`src/core/dag_pkg.sv`:
```
// Shared constants and carrier types for the data address generator.
// Assumes one clock, a core decoder driving the request struct and an APB master.
// What this block does
// - Three pointer pairs, high and low bytes, each holding a 12-bit address.
// - Plain virtual operand accesses the address held in its pointer pair.
// - Indirect accesses ignore bank select and access-bank bit.
// - Post-decrement uses current pointer, then lowers it by one.
// - Post-increment uses current pointer, then raises it by one.
// - Pre-increment raises pointer by one, then uses the new value.
// - Plus-working adds signed working byte to pointer; nothing is modified.
// - Plain virtual operand leaves the pointer pair unchanged.
// - Steps act on the whole 12 bits, carrying between bytes.
// - Pointer steps never touch arithmetic status flags.
// - Indirect target that is a virtual operand reads zero, ignores writes.
// - Indirect write into the pair's own pointer registers stores value without auto step.
// - Pointer registers are real registers reachable by direct operations.
// - Extended set leaves pairs 0 and 1 and the map unchanged.
// - Extended set: literal offset only when access bit 0 and file <= 5Fh.
// - Literal offset target is file field plus pointer pair 2.
// - Access bit 1 or file >= 60h keeps normal addressing.
// - Extended, access bit 0, file >= 60h maps to F60h..FFFh.
// - Access bit 1 selects one of 16 banks by bank select value.
// - Inherent and literal instructions are unaffected by extended set.
// - Access bit 1 joins bank select and file field into 12 bits.
// - Destination bit 1 writes back to source, 0 to working register.
// - Only access addresses 00h..5Fh are remapped to the pointer 2 window.
`default_nettype none

package dag_pkg;
    localparam int ADDR_W = 12;
    localparam int PAIRS = 3;
    // Address map of virtual operands and pointer bytes, per pair
    localparam logic [11:0] VIRT_TOP = 12'hfef;
    localparam logic [11:0] PAIR_STRIDE = 12'h008;
    localparam logic [11:0] OFS_PLAIN = 12'h000;
    localparam logic [11:0] OFS_POST_INC = 12'h001;
    localparam logic [11:0] OFS_POST_DEC = 12'h002;
    localparam logic [11:0] OFS_PRE_INC = 12'h003;
    localparam logic [11:0] OFS_PLUS_WREG = 12'h004;
    localparam logic [11:0] OFS_HIGH = 12'h005;
    localparam logic [11:0] OFS_LOW = 12'h006;
    localparam logic [11:0] PLAIN_OPERAND_1 = 12'hfe7;
    // Access bank split and forced-access bank
    localparam logic [7:0] LIT_MAX = 8'h5f;
    localparam logic [3:0] ACCESS_HI_BANK = 4'hf;
    localparam logic [3:0] ACCESS_LO_BANK = 4'h0;
    // APB register byte addresses
    localparam logic [7:0] REG_STATUS = 8'h00;
    localparam logic [7:0] REG_LAST_ADDR = 8'h04;
    localparam logic [7:0] REG_POINTER0 = 8'h08;
    localparam logic [7:0] REG_POINTER1 = 8'h0c;
    localparam logic [7:0] REG_POINTER2 = 8'h10;
    localparam logic [11:0] POINTER_RESET = 12'h000;
    localparam logic [1:0] CFG_SETTLE = 2'h2;

    typedef enum logic [1:0] {DAG_NONE, DAG_FILE, DAG_FULL} dag_kind_t;
    typedef enum {DAG_OP_PLAIN, DAG_OP_POST_INC, DAG_OP_POST_DEC, DAG_OP_PRE_INC,
                  DAG_OP_PLUS_WREG, DAG_OP_HIGH, DAG_OP_LOW, DAG_OP_NONE} dag_op_t;

    typedef struct packed {
        logic valid;
        dag_kind_t kind;
        logic acc;
        logic dest;
        logic write;
        logic [7:0] file;
        logic [11:0] full;
        logic [7:0] wdata;
        logic [7:0] wreg;
        logic [7:0] bank;
    } dag_req_t;

    typedef struct packed {
        logic en;
        logic we;
        logic [11:0] addr;
        logic [7:0] wdata;
    } dag_mem_t;

    typedef struct packed {
        logic valid;
        logic to_wreg;
        logic local_data;
        logic null_access;
        logic [7:0] rdata;
        logic [11:0] addr;
    } dag_resp_t;
endpackage : dag_pkg

`default_nettype wire

```
`src/core/dag_core.sv`:
```
// Data address generator: operand resolution, pointer pairs, APB view.
// Assumes the decoder presents one request per cycle and the RAM takes
// the registered memory strobe one cycle later; APB on the same clock.
//
// The APB slave port was decided locally.
`default_nettype none

module dag_core (
    input wire logic clk_sys,
    input wire logic rst,
    input wire logic ext_enable_pin,
    input wire dag_pkg::dag_req_t req,
    output dag_pkg::dag_mem_t mem,
    output dag_pkg::dag_resp_t resp,
    input wire logic psel,
    input wire logic penable,
    input wire logic pwrite,
    input wire logic [7:0] paddr,
    input wire logic [31:0] pwdata,
    output logic [31:0] prdata,
    output logic pready,
    output logic pslverr
);
    import dag_pkg::*;

    logic [11:0] ptr [PAIRS];
    logic ext_meta, ext_sync, ext_cfg, cfg_done;
    logic [1:0] cfg_cnt;
    logic [11:0] last_addr;
    logic last_indirect, last_null;

    // Decode a 12-bit address into a virtual operand or pointer byte
    function automatic dag_op_t op_of(input logic [11:0] a, output logic [1:0] pair);
        logic [11:0] d;
        op_of = DAG_OP_NONE;
        pair = 2'd0;
        for (int n = 0; n < PAIRS; n++) begin
            d = VIRT_TOP - 12'(n) * PAIR_STRIDE - a;
            if (d <= OFS_LOW) begin
                pair = 2'(n);
                case (d)
                    OFS_PLAIN: op_of = DAG_OP_PLAIN;
                    OFS_POST_INC: op_of = DAG_OP_POST_INC;
                    OFS_POST_DEC: op_of = DAG_OP_POST_DEC;
                    OFS_PRE_INC: op_of = DAG_OP_PRE_INC;
                    OFS_PLUS_WREG: op_of = DAG_OP_PLUS_WREG;
                    OFS_HIGH: op_of = DAG_OP_HIGH;
                    default: op_of = DAG_OP_LOW;
                endcase
            end
        end
    endfunction : op_of

    // Extended enable: synchronise, then freeze once after reset
    always_ff @(posedge clk_sys or posedge rst) begin
        if (rst) begin
            ext_meta <= 1'b0;
            ext_sync <= 1'b0;
        end else begin
            ext_meta <= ext_enable_pin;
            ext_sync <= ext_meta;
        end
    end

    // Held for the whole run so addressing never shifts mid-program
    always_ff @(posedge clk_sys or posedge rst) begin
        if (rst) begin
            cfg_cnt <= 2'h0;
            cfg_done <= 1'b0;
            ext_cfg <= 1'b0;
        end else if (!cfg_done) begin
            if (cfg_cnt == CFG_SETTLE) begin
                ext_cfg <= ext_sync;
                cfg_done <= 1'b1;
            end else begin
                cfg_cnt <= cfg_cnt + 2'h1;
            end
        end
    end

    // Stage 1: the address the instruction names directly
    logic [11:0] dir_addr;
    logic dir_valid;
    always_comb begin
        dir_valid = req.valid && (req.kind != DAG_NONE);
        dir_addr = req.full;
        if (req.kind == DAG_FILE) begin
            if (req.acc) begin
                dir_addr = {req.bank[3:0], req.file};
            end else if (ext_cfg && req.file <= LIT_MAX) begin
                dir_addr = ptr[2] + {4'h0, req.file};
            end else if (req.file > LIT_MAX) begin
                dir_addr = {ACCESS_HI_BANK, req.file};
            end else begin
                dir_addr = {ACCESS_LO_BANK, req.file};
            end
        end
    end

    // Stage 2: indirection through a pointer pair, bank ignored
    dag_op_t vop, top;
    logic [1:0] vpair, tpair;
    logic vhit;
    logic [11:0] eff_addr;
    logic [11:0] step_val;
    logic step_en;
    always_comb begin
        vop = op_of(dir_addr, vpair);
        vhit = dir_valid && (vop inside {DAG_OP_PLAIN, DAG_OP_POST_INC, DAG_OP_POST_DEC,
                                         DAG_OP_PRE_INC, DAG_OP_PLUS_WREG});
        eff_addr = dir_addr;
        step_val = ptr[vpair];
        step_en = 1'b0;
        if (vhit) begin
            case (vop)
                DAG_OP_PLAIN: eff_addr = ptr[vpair];
                DAG_OP_POST_INC: begin
                    eff_addr = ptr[vpair];
                    step_val = ptr[vpair] + 12'h001;
                    step_en = 1'b1;
                end
                DAG_OP_POST_DEC: begin
                    eff_addr = ptr[vpair];
                    step_val = ptr[vpair] - 12'h001;
                    step_en = 1'b1;
                end
                DAG_OP_PRE_INC: begin
                    eff_addr = ptr[vpair] + 12'h001;
                    step_val = eff_addr;
                    step_en = 1'b1;
                end
                DAG_OP_PLUS_WREG: eff_addr = ptr[vpair] + {{4{req.wreg[7]}}, req.wreg};
                default: eff_addr = dir_addr;
            endcase
        end
        top = op_of(eff_addr, tpair);
    end

    // Classify the final target
    logic tgt_virt, tgt_ptr, ptr_wr;
    always_comb begin
        tgt_virt = vhit && (top inside {DAG_OP_PLAIN, DAG_OP_POST_INC, DAG_OP_POST_DEC,
                                        DAG_OP_PRE_INC, DAG_OP_PLUS_WREG});
        tgt_ptr = dir_valid && (top inside {DAG_OP_HIGH, DAG_OP_LOW});
        ptr_wr = tgt_ptr && req.write && !tgt_virt;
    end

    // APB write strobe
    logic apb_wr;
    logic [1:0] apb_pair;
    logic apb_pair_hit;
    always_comb begin
        apb_wr = psel && penable && pwrite;
        apb_pair_hit = 1'b1;
        case (paddr)
            REG_POINTER0: apb_pair = 2'd0;
            REG_POINTER1: apb_pair = 2'd1;
            REG_POINTER2: apb_pair = 2'd2;
            default: begin
                apb_pair = 2'd0;
                apb_pair_hit = 1'b0;
            end
        endcase
    end

    // Pointer pairs; a stored write beats the auto step, core beats APB
    always_ff @(posedge clk_sys or posedge rst) begin
        if (rst) begin
            for (int n = 0; n < PAIRS; n++) begin
                ptr[n] <= POINTER_RESET;
            end
        end else begin
            for (int n = 0; n < PAIRS; n++) begin
                if (ptr_wr && tpair == 2'(n)) begin
                    if (top == DAG_OP_HIGH) begin
                        ptr[n][11:8] <= req.wdata[3:0];
                    end else begin
                        ptr[n][7:0] <= req.wdata;
                    end
                end else if (step_en && vpair == 2'(n)) begin
                    ptr[n] <= step_val;
                end else if (apb_wr && apb_pair_hit && apb_pair == 2'(n)) begin
                    ptr[n] <= pwdata[11:0];
                end
            end
        end
    end

    // Memory strobe toward the RAM; nothing issued for local or null targets
    always_ff @(posedge clk_sys or posedge rst) begin
        if (rst) begin
            mem <= '0;
        end else begin
            mem.en <= dir_valid && !tgt_virt && !tgt_ptr;
            mem.we <= dir_valid && req.write && !tgt_virt && !tgt_ptr;
            mem.addr <= eff_addr;
            mem.wdata <= req.wdata;
        end
    end

    // Answer to the decoder, one cycle after the request
    always_ff @(posedge clk_sys or posedge rst) begin
        if (rst) begin
            resp <= '0;
        end else begin
            resp.valid <= dir_valid;
            resp.to_wreg <= !req.dest;
            resp.local_data <= tgt_virt || tgt_ptr;
            resp.null_access <= tgt_virt;
            resp.addr <= eff_addr;
            if (tgt_virt) begin
                resp.rdata <= 8'h00;
            end else if (top == DAG_OP_HIGH) begin
                resp.rdata <= {4'h0, ptr[tpair][11:8]};
            end else if (top == DAG_OP_LOW) begin
                resp.rdata <= ptr[tpair][7:0];
            end else begin
                resp.rdata <= 8'h00;
            end
        end
    end

    // Status kept for software
    always_ff @(posedge clk_sys or posedge rst) begin
        if (rst) begin
            last_addr <= 12'h000;
            last_indirect <= 1'b0;
            last_null <= 1'b0;
        end else if (dir_valid) begin
            last_addr <= eff_addr;
            last_indirect <= vhit;
            last_null <= tgt_virt;
        end
    end

    // APB slave: zero wait, read data captured in the setup cycle
    always_ff @(posedge clk_sys or posedge rst) begin
        if (rst) begin
            prdata <= 32'h0000_0000;
            pready <= 1'b0;
            pslverr <= 1'b0;
        end else begin
            pready <= 1'b1;
            if (psel && !penable) begin
                pslverr <= !(apb_pair_hit || paddr == REG_STATUS || paddr == REG_LAST_ADDR);
                case (paddr)
                    REG_STATUS: prdata <= {28'h0, last_null, last_indirect, cfg_done, ext_cfg};
                    REG_LAST_ADDR: prdata <= {20'h0, last_addr};
                    REG_POINTER0: prdata <= {20'h0, ptr[0]};
                    REG_POINTER1: prdata <= {20'h0, ptr[1]};
                    REG_POINTER2: prdata <= {20'h0, ptr[2]};
                    default: prdata <= 32'h0000_0000;
                endcase
            end
        end
    end
endmodule : dag_core

`default_nettype wire

```
`config.mk`:
```
export PLATFORM = sky130hd
export DESIGN_NAME = dag_core
export DESIGN_NICKNAME = d
export VERILOG_FILES = /design/src/core/dag_pkg.sv /design/src/core/dag_core.sv
export SDC_FILE = /design/constraint.sdc
export NUM_CORES = 1
export LEC_CHECK = 0
export BUFFER_PORTS_ARGS = -buffer_cell sky130_fd_sc_hd__buf_4
export CORE_MARGIN = 5
export CORE_UTILIZATION = 45
export DETAILED_ROUTE_END_ITERATION = 10
export PLACE_DENSITY = 0.69
export SYNTH_ARGS = -nofsm -noshare
export SYNTH_HDL_FRONTEND = slang
export SYNTH_SLANG_ARGS = --single-unit
export TNS_END_PERCENT = 1
```
`constraint.sdc`:
```
create_clock -name clk_sys -period 21.4 [get_ports clk_sys]
set_input_delay 4.28 -clock clk_sys [delete_from_list [all_inputs] [get_ports clk_sys]]
set_output_delay 4.28 -clock clk_sys [all_outputs]
set_load 0.02 [all_outputs]
```
# == Yosys cells after proc, flatten, opt, wreduce, memory -nomap -nowiden ==
# Cells that the tools add are included.
# totals
register_bits,124
elab_cells,226
output_inout_bits,80
input_bits,96
# classes
add_sub_neg,11
n_bitwise,4
reduce_logical,64
eq_ne,60
mux,51
n_lt_le_gt_ge,10
# op_table
operator,count
12-bit 2-to-1 mux,19
12-bit by 2-bit == test with 1-bit output (second input constant),12
12-bit by 3-bit == test with 1-bit output (second input constant),12
32-bit by 2-bit == test with 1-bit output (second input constant),4
32-bit by 3-bit == test with 1-bit output (second input constant),4
32-bit 2-to-1 mux,4
3-bit case mux with 6 select lines,6
12-bit by 1-bit == test with 1-bit output (second input constant),6
12-bit by 3-bit less-or-equal comparator with 1-bit output (second input constant),6
12-bit zero test,6
12-bit subtractor (first input constant),6
32-bit by 1-bit == test with 1-bit output (second input constant),2
32-bit by 4-bit == test with 1-bit output (second input constant),2
32-bit zero test,2
12-bit case mux with 5 select lines,1
12-bit binary-select mux with 2-bit select,2
12-bit case mux with 3 select lines,1
8-bit 2-to-1 mux,4
1-bit logical AND,25
12-bit case mux with 2 select lines,1
8-bit by 4-bit == test with 1-bit output (second input constant),2
2-bit AND reduction,8
12-bit by 1-bit adder with 12-bit output (second input constant),1
12-bit adder,1
28 further kinds,63

# == Longest topological paths before layout ==
# Gate-level depths: netlist (run 1).
# depth
word_depth,30
depth_mapped,47
mapped_depth_nobuf,43

# == Worst setup path before layout (run 1) ==
# OpenSTA, ideal clock, no wires.
# synth_timing
kind,in2reg
start,input port req[36] (netlist bit)
end,register resp[15] (netlist bit)
cell_stages,41
arrival_time_ns,12.125
t_required_ns,21.275
setup_time_ns,0.125
n_path_buf,4
setup_slack_ns,9.151
cell_sequence,ha_1 -> inv_1 -> fa_1 -> and2b_4 -> o31a_1 -> or3_1 -> a31oi_2 -> inv_1 -> ha_1 -> nor4_1 -> a211oi_2 -> and3_2 -> a21boi_4 -> buf_6 -> buf_4 -> nor2_1 -> a31oi_1 -> ha_1 -> (+5 left out) -> o21bai_1 -> a21oi_1 -> o21ai_0 -> xor2_1 -> o211ai_1 -> o211ai_1 -> and3_1 -> or2_1 -> o32a_1 -> o22ai_1 -> a21oi_1 -> o32a_4 -> buf_6 -> nor3b_2 -> buf_4 -> mux2_1 -> nor3_1 -> nor3_2
# synth_via
elab_chain_len,27
elab_cells_between_ends,104
classes_between,add/sub (9); order compare (8); eq/ne (40); mux (31); bitwise (2); reduce/logical (14)
# synth_rtl
item,line,rtl
start: declaration,dag_core.sv:12,"input wire dag_pkg::dag_req_t req,"
8-bit by 7-bit greater-than comparator with 1-bit output or 8-bit by 7-bit less-or-equal comparator with 1-bit output (tied branches),"dag_core.sv:92, dag_core.sv:90",
12-bit 2-to-1 mux or 1-bit logical AND (tied branches),"dag_core.sv:92, dag_core.sv:90",
12-bit 2-to-1 mux,dag_core.sv:90,end else if (ext_cfg && req.file <= LIT_MAX) begin
12-bit 2-to-1 mux *,dag_core.sv:88,if (req.acc) begin
12-bit 2-to-1 mux *,dag_core.sv:87,if (req.kind == DAG_FILE) begin
12-bit subtractor,dag_core.sv:38,d = VIRT_TOP - 12'(n) * PAIR_STRIDE - a;
12-bit by 3-bit less-or-equal comparator with 1-bit output,dag_core.sv:39,if (d <= OFS_LOW) begin
1-bit 2-to-1 mux,dag_core.sv:39,
(+8 left out),--,
net eff_addr[11],dag_core.sv:104,logic [11:0] eff_addr;
(+2 left out),--,
1-bit 2-to-1 mux,dag_core.sv:39,
2-bit 2-to-1 mux,dag_core.sv:39,
2-bit NOT with 3-bit output (not written as such),"dag_core.sv:214, dag_core.sv:216",
12-bit binary-select mux with 2-bit select,"dag_core.sv:214, dag_core.sv:216",
12-bit 2-to-1 mux (not written as such) (2 in a row),dag_core.sv:216,resp.rdata <= ptr[tpair][7:0];
8-bit 2-to-1 mux,dag_core.sv:215,end else if (top == DAG_OP_LOW) begin
8-bit 2-to-1 mux,dag_core.sv:213,end else if (top == DAG_OP_HIGH) begin
8-bit 2-to-1 mux *,dag_core.sv:211,if (tgt_virt) begin
end: declaration,dag_core.sv:14,"output dag_pkg::dag_resp_t resp,"
# The timed path passes the listed nets; every way through them passes the cells marked *. The select of a mux whose other input is x is not followed.
# A chain may end at the register's enable or synchronous reset.

# == Worst setup path after layout (run 1) ==
# Ends and elaborated chain as after synthesis.

==> impl_metrics.env, run 1 <==
export IMPL_status="completed"
export IMPL_diodes=0
export IMPL_pre_cts_ws_ns=6.830
export IMPL_cts_resized=0
export IMPL_die_w_um=159.4
export IMPL_num_fill_cells=2168
export IMPL_skew_ns=0.007843
export IMPL_ys_warn_count=0
export IMPL_dieArea_um2=25420
export IMPL_postRouteAntennaNets=0
export IMPL_placed_area_um2=11040
export IMPL_hold_depth=0
export IMPL_rsz0062_at_grt="false"
export IMPL_fin_area_um2=11330
export IMPL_nets=1489
export IMPL_synth_edf_count=0
export IMPL_cp_data_arrival_time_ns=14.76
export IMPL_gp_congestion=1.015
export IMPL_finalWorstSetupSlack_ns=6.880
export IMPL_die_h_um=159.4
export IMPL_grt_max_degree=55
export IMPL_antenna_found_initial=0
export IMPL_core_area_um2=21890
export IMPL_num_io_pins=176
export IMPL_drv_cap=0
export IMPL_crit_path_max_incr_delay_ns=0.90
export IMPL_crit_fanout=21
export IMPL_drc_errors=0
export IMPL_pwr_share_seq_pct=38.4
export IMPL_cts_root_buf="clkbuf_16"
export IMPL_synthFlopType="dfrtp_1"
export IMPL_place_inst=1616
export IMPL_clk_path_buf_depth=2
export IMPL_leakagePower_nw=4.944
export IMPL_finalWirelength_mm=36.34
export IMPL_clkTransAtPathRegs_ns=0.07
export IMPL_final_min_clock_period_ns=14.52
export IMPL_synth_area_um2=10050
export IMPL_hold_path_endpoint="ext_sync"
export IMPL_r2r_end="resp[15]"
export IMPL_layout_common_cells="148 x buf_4, 144 x nand2_1, 113 x nor2_1"
export IMPL_cpMostUsedCell="ha_1"
export IMPL_slew_violations=0
export IMPL_clkLatencyLatePin_ns=0.36
export IMPL_vias=10489
export IMPL_fmax_mhz=68.87
export IMPL_synthCells=1262
export IMPL_worst_pin_slew_ns=1.120
export IMPL_powerDensity_nw_per_um2=51.69
export IMPL_intPower_w=0.0003657
export IMPL_holdCritStartpoint="ext_meta"
export IMPL_cts_tree="yes"
export IMPL_rows=54
export IMPL_p_switching_w=0.0002201
export IMPL_synth_distinct_cells=117
export IMPL_start_util_pct=45.90
export IMPL_overflow=0
export IMPL_maxSlewHeadroom_pct=24.58
export IMPL_grt_pass1_wl_mm=55.37
export IMPL_cts_hold_buf=0
export IMPL_slowest_stage="nor3b_2"
export IMPL_fin_setup_tns_ns=0
export IMPL_r2r_cells=38
export IMPL_dp_hpwl_mm=27.96
export IMPL_comb_power_share_pct=33.2
export IMPL_required_ns=21.64
export IMPL_syn_to_final_growth_pct=12.79
export IMPL_swShare_pct=37.58
export IMPL_cts_sinks=104
export IMPL_fin_crit_sh_pct=67.85
export IMPL_drive_above_1_share_pct=18.27
export IMPL_drtIter0Drc=1133
export IMPL_final_cells=1632
export IMPL_finalSetupViolCount=0
export IMPL_io_buffers=131
export IMPL_peakVddDrop_uv=39.16
export IMPL_synth_seq_cells=104
export IMPL_grt_pass1_vias=9605
export IMPL_async_flop_share_pct=100.0
export IMPL_endpoint_kind="flip-flop"
export IMPL_cts_buffers=9
export IMPL_r2r_setup_slack_ns=10.21
export IMPL_layout_commonest_cell="buf_4"
export IMPL_worstHoldPathType="flip-flop to flip-flop"
export IMPL_via_per_inst=6.427
export IMPL_clkPwrFrac_pct=28.4
export IMPL_track_usage_pct=27.19
export IMPL_synth_avg_cell_area_um2=7.962
export IMPL_cts_setup_buffers=0
export IMPL_hold_viol=0
export IMPL_critical_path_class="input port to flip-flop"
export IMPL_seq_area_frac_synth_pct=25.90
export IMPL_cp_start_kind="input port"
export IMPL_wire_per_inst_um=22.27
export IMPL_crit_reg2reg_launch="ptr[0]"
export IMPL_first_pass_iters=8
export IMPL_p_total_w=0.0005858
export IMPL_htree_levels=3
[flip-flops by register name (all words and copies together) (netlist names)]
register / cells
cfg_cnt: 2
ext_cfg: 1
ptr: 36
mem: 10
last_indirect: 1
resp: 24
ext_sync: 1
last_addr: 12
ext_meta: 1
pready: 1
prdata: 12
last_null: 1
cfg_done: 1
pslverr: 1
[cell usage after synthesis (15+ instances only)]
cell / number / area (µm²)
a211oi_1: 18 / 135.1
a21oi_1: 77 / 385.4
a31oi_1: 15 / 93.84
and3_1: 16 / 100.1
buf_2: 15 / 75.07
buf_4: 42 / 315.3
clkbuf_1: 31 / 116.4
dfrtp_1: 104 / 2603
ha_1: 44 / 550.5
inv_1: 54 / 202.7
mux2i_1: 15 / 150.1
nand2_1: 144 / 540.5
nand3_1: 53 / 265.3
nand4_1: 17 / 106.4
nor2_1: 113 / 424.2
nor3_1: 45 / 225.2
o211ai_1: 16 / 120.1
o21ai_0: 75 / 375.4
o22ai_1: 17 / 106.4
or3_1: 16 / 100.1
[cell type report]
| class | count | area, µm² | share of cell area [%] |
|---|---|---|---|
| clock inverter | 6 | 56.30 | 0.4968 |
| timing repair buffer | 148 | 1111 | 9.804 |
| multi-input combinational | 1026 | 6754 | 59.59 |
| inverter | 58 | 220.2 | 1.943 |
| sequential | 104 | 2603 | 22.96 |
| clock buffer | 10 | 239.0 | 2.109 |
| tap | 280 | 350.3 | 3.091 |
[through the flow]
step	hold WS, ns	util (%)
global placement	0.3460	50.42
floorplan	0.3312	-
CTS	0.3667	51.77
global route	0.3709	51.77
detailed placement	0.3490	50.42
finish	0.3618	51.77
[cell families (layout without fill, tap and decap cells)]
| group | after synthesis | after routing | synth area share [%] |
|---|---|---|---|
| adder cells (fa/ha/maj) | 46 | 46 | 5.877 |
| multiplexers | 24 | 24 | 2.528 |
| XOR/XNOR | 24 | 24 | 2.354 |
| other | 2 | 21 | 0.07474 |
| AND/OR/NAND/NOR | 492 | 492 | 24.56 |
| flip-flops | 104 | 104 | 25.90 |
| AO/OA/AOI/OAI | 419 | 419 | 31.08 |
| buffers and inverters | 151 | 222 | 7.633 |
[power by group through the flow]
stage          Sequential, W  Clock (W)  Combinational (W)
2_1_floorplan       0.000224          0           0.000130
3_3_place_gp        0.000227          0           0.000188
3_5_place_dp        0.000228          0           0.000191
4_1_cts             0.000224   0.000168           0.000192
5_1_grt             0.000225   0.000175           0.000212
6_report            0.000225   0.000166           0.000195
[routing by layer]
metal  wire (µm)  track usage (%)  part of all wire, %  vias up
li1            -                -                    -     4842
met2       15410            40.10                   42      612
met1       15110            37.74                   42     4920
met5           0                0                    0        -
met3        4080            7.766                   11      115
met4        1739            10.47                  4.8        0
[critical path: cells and delay by family]
kind / cells / cell delay (ns)
AO/OA/AOI/OAI: 14 / 4.77
multiplexers: 1 / 0.39
adder cells (fa/ha/maj): 5 / 1.43
AND/OR/NAND/NOR: 12 / 2.88
buffers and inverters: 5 / 0.82
XOR/XNOR: 1 / 0.16
[worst max path at each step]
stage            start       end  cells past startpoint
2_1_floorplan  req[36]  resp[15]                     41
3_3_place_gp   req[36]  resp[15]                     38
3_5_place_dp   req[36]  resp[15]                     39
4_1_cts        req[36]  resp[15]                     39
5_1_grt        req[36]  resp[15]                     43
6_report       req[36]  resp[15]                     38
Note: power is estimated with default switching activity, not from simulation.
==> run 2, diff against run 1 <==
- PLACE_DENSITY: 0.69 -> 0.72
- clock period: 21.4 -> 13 ns (I/O delays scaled with it)
==> impl_metrics.env, run 2 (synthesized netlist as in run 1, its figures left out) <==
export IMPL_vias=10759
export IMPL_layout_commonest_cell="buf_4"
export IMPL_start_util_pct=45.90
export IMPL_fin_setup_tns_ns=0
export IMPL_fmax_mhz=83.04
export IMPL_die_h_um=159.4
export IMPL_clk_path_buf_depth=2
export IMPL_max_flop_register="ptr"
export IMPL_hold_viol=0
export IMPL_place_inst=1629
export IMPL_peakVddDrop_uv=58.52
export IMPL_cts_setup_buffers=0
export IMPL_cpMostUsedCell="buf_4"
export IMPL_status="completed"
export IMPL_startpoint="req[36]"
export IMPL_drv_cap=0
export IMPL_clkTransAtPathRegs_ns=0.07
export IMPL_dp_hpwl_mm=28.63
export IMPL_finalWorstSetupSlack_ns=0.9578
export IMPL_powerDensity_nw_per_um2=85.24
export IMPL_htree_levels=3
export IMPL_io_buffers=131
export IMPL_leakagePower_nw=5.006
export IMPL_endpoint_kind="flip-flop"
export IMPL_drc_errors=0
export IMPL_rsz0062_at_grt="false"
export IMPL_antenna_found_initial=0
export IMPL_holdWs_ns=0.3787
export IMPL_crit_path_max_incr_delay_ns=0.78
export IMPL_first_pass_iters=9
export IMPL_critical_path_class="input port to flip-flop"
export IMPL_rows=54
export IMPL_final_min_clock_period_ns=12.04
export IMPL_via_per_inst=6.540
export IMPL_wire_per_inst_um=22.60
export IMPL_required_ns=13.25
export IMPL_finalSetupViolCount=0
export IMPL_nets=1502
export IMPL_worst_pin_slew_ns=1.192
export IMPL_finalWirelength_mm=37.17
export IMPL_holdCritStartpoint="ext_meta"
export IMPL_track_usage_pct=27.77
export IMPL_gp_congestion=1.011
export IMPL_cts_root_buf="clkbuf_16"
export IMPL_crit_reg2reg_launch="ptr[0]"
export IMPL_layout_common_cells="161 x buf_4, 144 x nand2_1, 113 x nor2_1"
export IMPL_grt_pass1_wl_mm=56.82
export IMPL_maxSlewHeadroom_pct=19.91
export IMPL_slew_violations=0
export IMPL_overflow=0
export IMPL_drtIter0Drc=1432
export IMPL_crit_fanout=16
export IMPL_pre_cts_ws_ns=0.5154
export IMPL_grt_max_degree=78
export IMPL_syn_to_final_growth_pct=13.83
export IMPL_postRouteAntennaNets=0
export IMPL_cts_sinks=104
export IMPL_cts_buffers=9
export IMPL_num_fill_cells=2130
export IMPL_die_w_um=159.4
export IMPL_cp_data_arrival_time_ns=12.30
export IMPL_multiInputGateArea_um2=6758
export IMPL_slowest_stage="o41ai_1"
export IMPL_regArea_um2=2603
export IMPL_num_io_pins=176
export IMPL_core_area_um2=21890
export IMPL_skew_ns=0.009181
export IMPL_largest_register_ffs=36
export IMPL_worstHoldPathType="flip-flop to flip-flop"
export IMPL_largestRegisters="ptr x36, resp x24"
export IMPL_cp_start_kind="input port"
export IMPL_clkLatencyLatePin_ns=0.36
export IMPL_dieArea_um2=25420
export IMPL_grt_pass1_vias=9932
export IMPL_drive_above_1_share_pct=19.12
export IMPL_final_cells=1645
export IMPL_cts_tree="yes"
export IMPL_fin_crit_sh_pct=92.63
export IMPL_diodes=0
==> run 2: critical path, delay by kind of cell <==
kind                     cells  cell delay [ns]
AO/OA/AOI/OAI               14             3.79
XOR/XNOR                     1             0.16
adder cells (fa/ha/maj)      5             1.55
buffers and inverters        9             1.56
AND/OR/NAND/NOR             10             2.61
==> run 2: area by class of cell <==
type | count | share of cell area [%]
Clock buffer | 10 | 2.089
Clock inverter | 6 | 0.5250
Inverter | 58 | 1.925
Multi-Input combinational cell | 1026 | 59.08
Sequential cell | 104 | 22.75
Tap cell | 280 | 3.063
Timing Repair Buffer | 161 | 10.57
==> run 2: metrics by stage <==
| step | area [µm²] | utilization (%) | total power [W] |
|---|---|---|---|
| 2_1_floorplan | 10120 | - | 0.0005823 |
| 3_5_place_dp | 11140 | 50.87 | 0.0006956 |
| 6_report | 11440 | 52.25 | 0.0009750 |
| 4_1_cts | 11430 | 52.23 | 0.0009670 |
| 3_3_place_gp | 11140 | 50.87 | 0.0006900 |
| 5_1_grt | 11440 | 52.25 | 0.001015 |
==> run 2: power by group <==
part	internal, W	switching [W]	total (W)	leakage [nW]
Combinational	0.000123	0.000207	0.000330	3.55
Clock	0.000140	0.000135	0.000274	0.147
Sequential	0.000342	0.0000284	0.000370	1.31
==> run 2: worst paths after layout <==
| check | endpoint | slack [ns] | depth (start not counted) |
|---|---|---|---|
| min | ext_sync | 0.38 | 0 |
| max in group asynchronous | ptr[16] | 9.50 | 3 |
| min reg2reg | ext_sync | 0.38 | 0 |
| max reg2reg | ptr[23] | 2.56 | 38 |
| min in group asynchronous | resp[22] | 2.21 | 2 |
| max | ptr[23] | 0.96 | 39 |
==> run 2: repair_timing <==
item                                    in CTS  in global routing
hold buffers                                 0                  0
gates resized for setup                      0                  1
endpoints found under the setup margin       0                 11
==> run 2: per-layer routing <==
| layer | wire [µm] | track usage, % | up-vias | part of all wire, % |
|---|---|---|---|---|
| met2 | 15740 | 41.40 | 666 | 42 |
| met4 | 1889 | 11.44 | 0 | 5.1 |
| met5 | 0 | 0 | - | 0 |
| met3 | 4236 | 6.756 | 125 | 11 |
| met1 | 15300 | 38.59 | 5116 | 41 |
| li1 | - | - | 4852 | - |
==> run 3, diff against run 2 <==
- PLACE_DENSITY: 0.72 -> 0.69
- clock period: 13 -> 12.95 ns (I/O delays scaled with it)
==> impl_metrics.env, run 3 (synthesized netlist as in run 1, its figures left out) <==
export IMPL_cp_data_arrival_time_ns=12.03
export IMPL_swShare_pct=37.25
export IMPL_multiInputGateArea_um2=6754
export IMPL_hold_viol=0
export IMPL_cts_tree="yes"
export IMPL_clkTransAtPathRegs_ns=0.08
export IMPL_drv_cap=0
export IMPL_diodes=0
export IMPL_htree_levels=3
export IMPL_max_flop_register="ptr"
export IMPL_placed_area_um2=11180
export IMPL_cp_num_buf_inv=7
export IMPL_endpoint_kind="flip-flop"
export IMPL_comb_power_share_pct=33.0
export IMPL_drive_above_1_share_pct=19.40
export IMPL_vias=10717
export IMPL_grt_max_degree=55
export IMPL_rsz0062_at_grt="false"
export IMPL_crit_path_max_incr_delay_ns=0.62
export IMPL_holdWs_ns=0.3604
export IMPL_drc_errors=0
export IMPL_cpMostUsedCell="inv_1"
export IMPL_slew_violations=0
export IMPL_via_per_inst=6.491
export IMPL_maxSlewHeadroom_pct=29.82
export IMPL_powerDensity_nw_per_um2=86.34
export IMPL_crit_fanout=16
export IMPL_peakVddDrop_uv=65.39
export IMPL_finalWorstSetupSlack_ns=1.155
export IMPL_die_w_um=159.4
export IMPL_worst_pin_slew_ns=1.045
export IMPL_syn_to_final_growth_pct=14.46
export IMPL_pre_cts_ws_ns=0.9746
export IMPL_critical_path_class="input port to flip-flop"
export IMPL_cts_setup_buffers=0
export IMPL_path_delay_family="compound AO/OA/AOI/OAI gates"
export IMPL_largestRegisters="ptr x36, resp x24"
export IMPL_final_min_clock_period_ns=11.79
export IMPL_required_ns=13.19
export IMPL_cts_resized=0
export IMPL_intPower_w=0.0006231
export IMPL_core_area_um2=21890
export IMPL_pwr_share_seq_pct=37.4
export IMPL_start_util_pct=45.90
export IMPL_fmax_mhz=84.78
export IMPL_cts_buffers=9
export IMPL_layout_common_cells="167 x buf_4, 144 x nand2_1, 113 x nor2_1"
export IMPL_status="completed"
export IMPL_grt_pass1_vias=9821
export IMPL_skew_ns=0.01041
export IMPL_fin_area_um2=11500
export IMPL_fin_setup_tns_ns=0
export IMPL_antenna_found_initial=0
export IMPL_finalSetupViolCount=0
export IMPL_overflow=0
export IMPL_p_switching_w=0.0003699
export IMPL_clk_path_buf_depth=2
export IMPL_rows=54
export IMPL_die_h_um=159.4
export IMPL_num_io_pins=176
export IMPL_worstHoldPathType="flip-flop to flip-flop"
export IMPL_clkLatencyLatePin_ns=0.36
export IMPL_cp_start_kind="input port"
export IMPL_gp_congestion=0.9784
export IMPL_grt_pass1_wl_mm=57.39
export IMPL_num_fill_cells=2154
export IMPL_dp_hpwl_mm=28.87
export IMPL_first_pass_iters=8
export IMPL_cts_hold_buf=0
export IMPL_regArea_um2=2603
export IMPL_layout_commonest_cell="buf_4"
export IMPL_finalWirelength_mm=37.38
export IMPL_cts_sinks=104
export IMPL_cts_root_buf="clkbuf_16"
export IMPL_postRouteAntennaNets=0
export IMPL_fin_crit_sh_pct=91.08
export IMPL_wire_per_inst_um=22.64
export IMPL_clkPwrFrac_pct=29.6
export IMPL_drtIter0Drc=1438
export IMPL_io_buffers=131
export IMPL_slowest_stage="a21boi_1"
export IMPL_largest_register_ffs=36
export IMPL_leakagePower_nw=5.046
export IMPL_dieArea_um2=25420
export IMPL_track_usage_pct=28.08
export IMPL_nets=1508
==> run 3: cell types whose count changed in the layout (fill, tap and decap cells not counted), sizes merged <==
| cell | before | now |
|---|---|---|
| clkinv | 4 | 3 |
| bufinv | 0 | 1 |
| clkbuf | 10 | 9 |
| inv | 60 | 61 |
| buf | 161 | 167 |
==> run 3: final timing paths <==
path,start,to,slack (ns),cells after the start
worst max-delay path,req[36],ptr[31],1.16,42
worst min-delay path,ext_meta,ext_sync,0.36,0
worst max register to register,ptr[0],ptr[31],2.77,41
worst min register to register,ext_meta,ext_sync,0.36,0
max in group asynchronous,rst,ptr[30],9.53,3
min in group asynchronous,rst,resp[20],2.32,2
==> run 3: final cells by class <==
type | instances | area share [%]
clock inverters | 7 | 0.8268
inverters | 58 | 1.915
clock buffers | 9 | 1.958
repair buffers | 167 | 10.90
flip-flops and latches | 104 | 22.63
well taps | 280 | 3.046
multi-input cells | 1026 | 58.73
==> run 3: metrics by stage <==
stage / instances / utilization, % / total power (W)
global placement: 1635 / 51.07 / 0.0006916
CTS: 1651 / 52.54 / 0.0009877
global route: 1651 / 52.54 / 0.001039
floorplan: 1281 / - / 0.0005845
finish: 1651 / 52.54 / 0.0009930
detailed placement: 1635 / 51.07 / 0.0006954
==> run 3: routing by layer <==
layer | track usage, % | share of wire, % | vias up
met5 | 0 | 0 | -
met4 | 8.841 | 4.0 | 0
met3 | 5.876 | 11 | 120
met2 | 42.96 | 44 | 641
met1 | 39.86 | 42 | 5088
li1 | - | - | 4868
==> run 3: power by group through the flow <==
stage | clock network [W] | registers (W) | logic, W
6_report | 0.000294 | 0.000371 | 0.000328
5_1_grt | 0.000312 | 0.000372 | 0.000355
4_1_cts | 0.000297 | 0.000369 | 0.000321
3_5_place_dp | 0 | 0.000376 | 0.000320
3_3_place_gp | 0 | 0.000374 | 0.000317
2_1_floorplan | 0 | 0.000369 | 0.000215
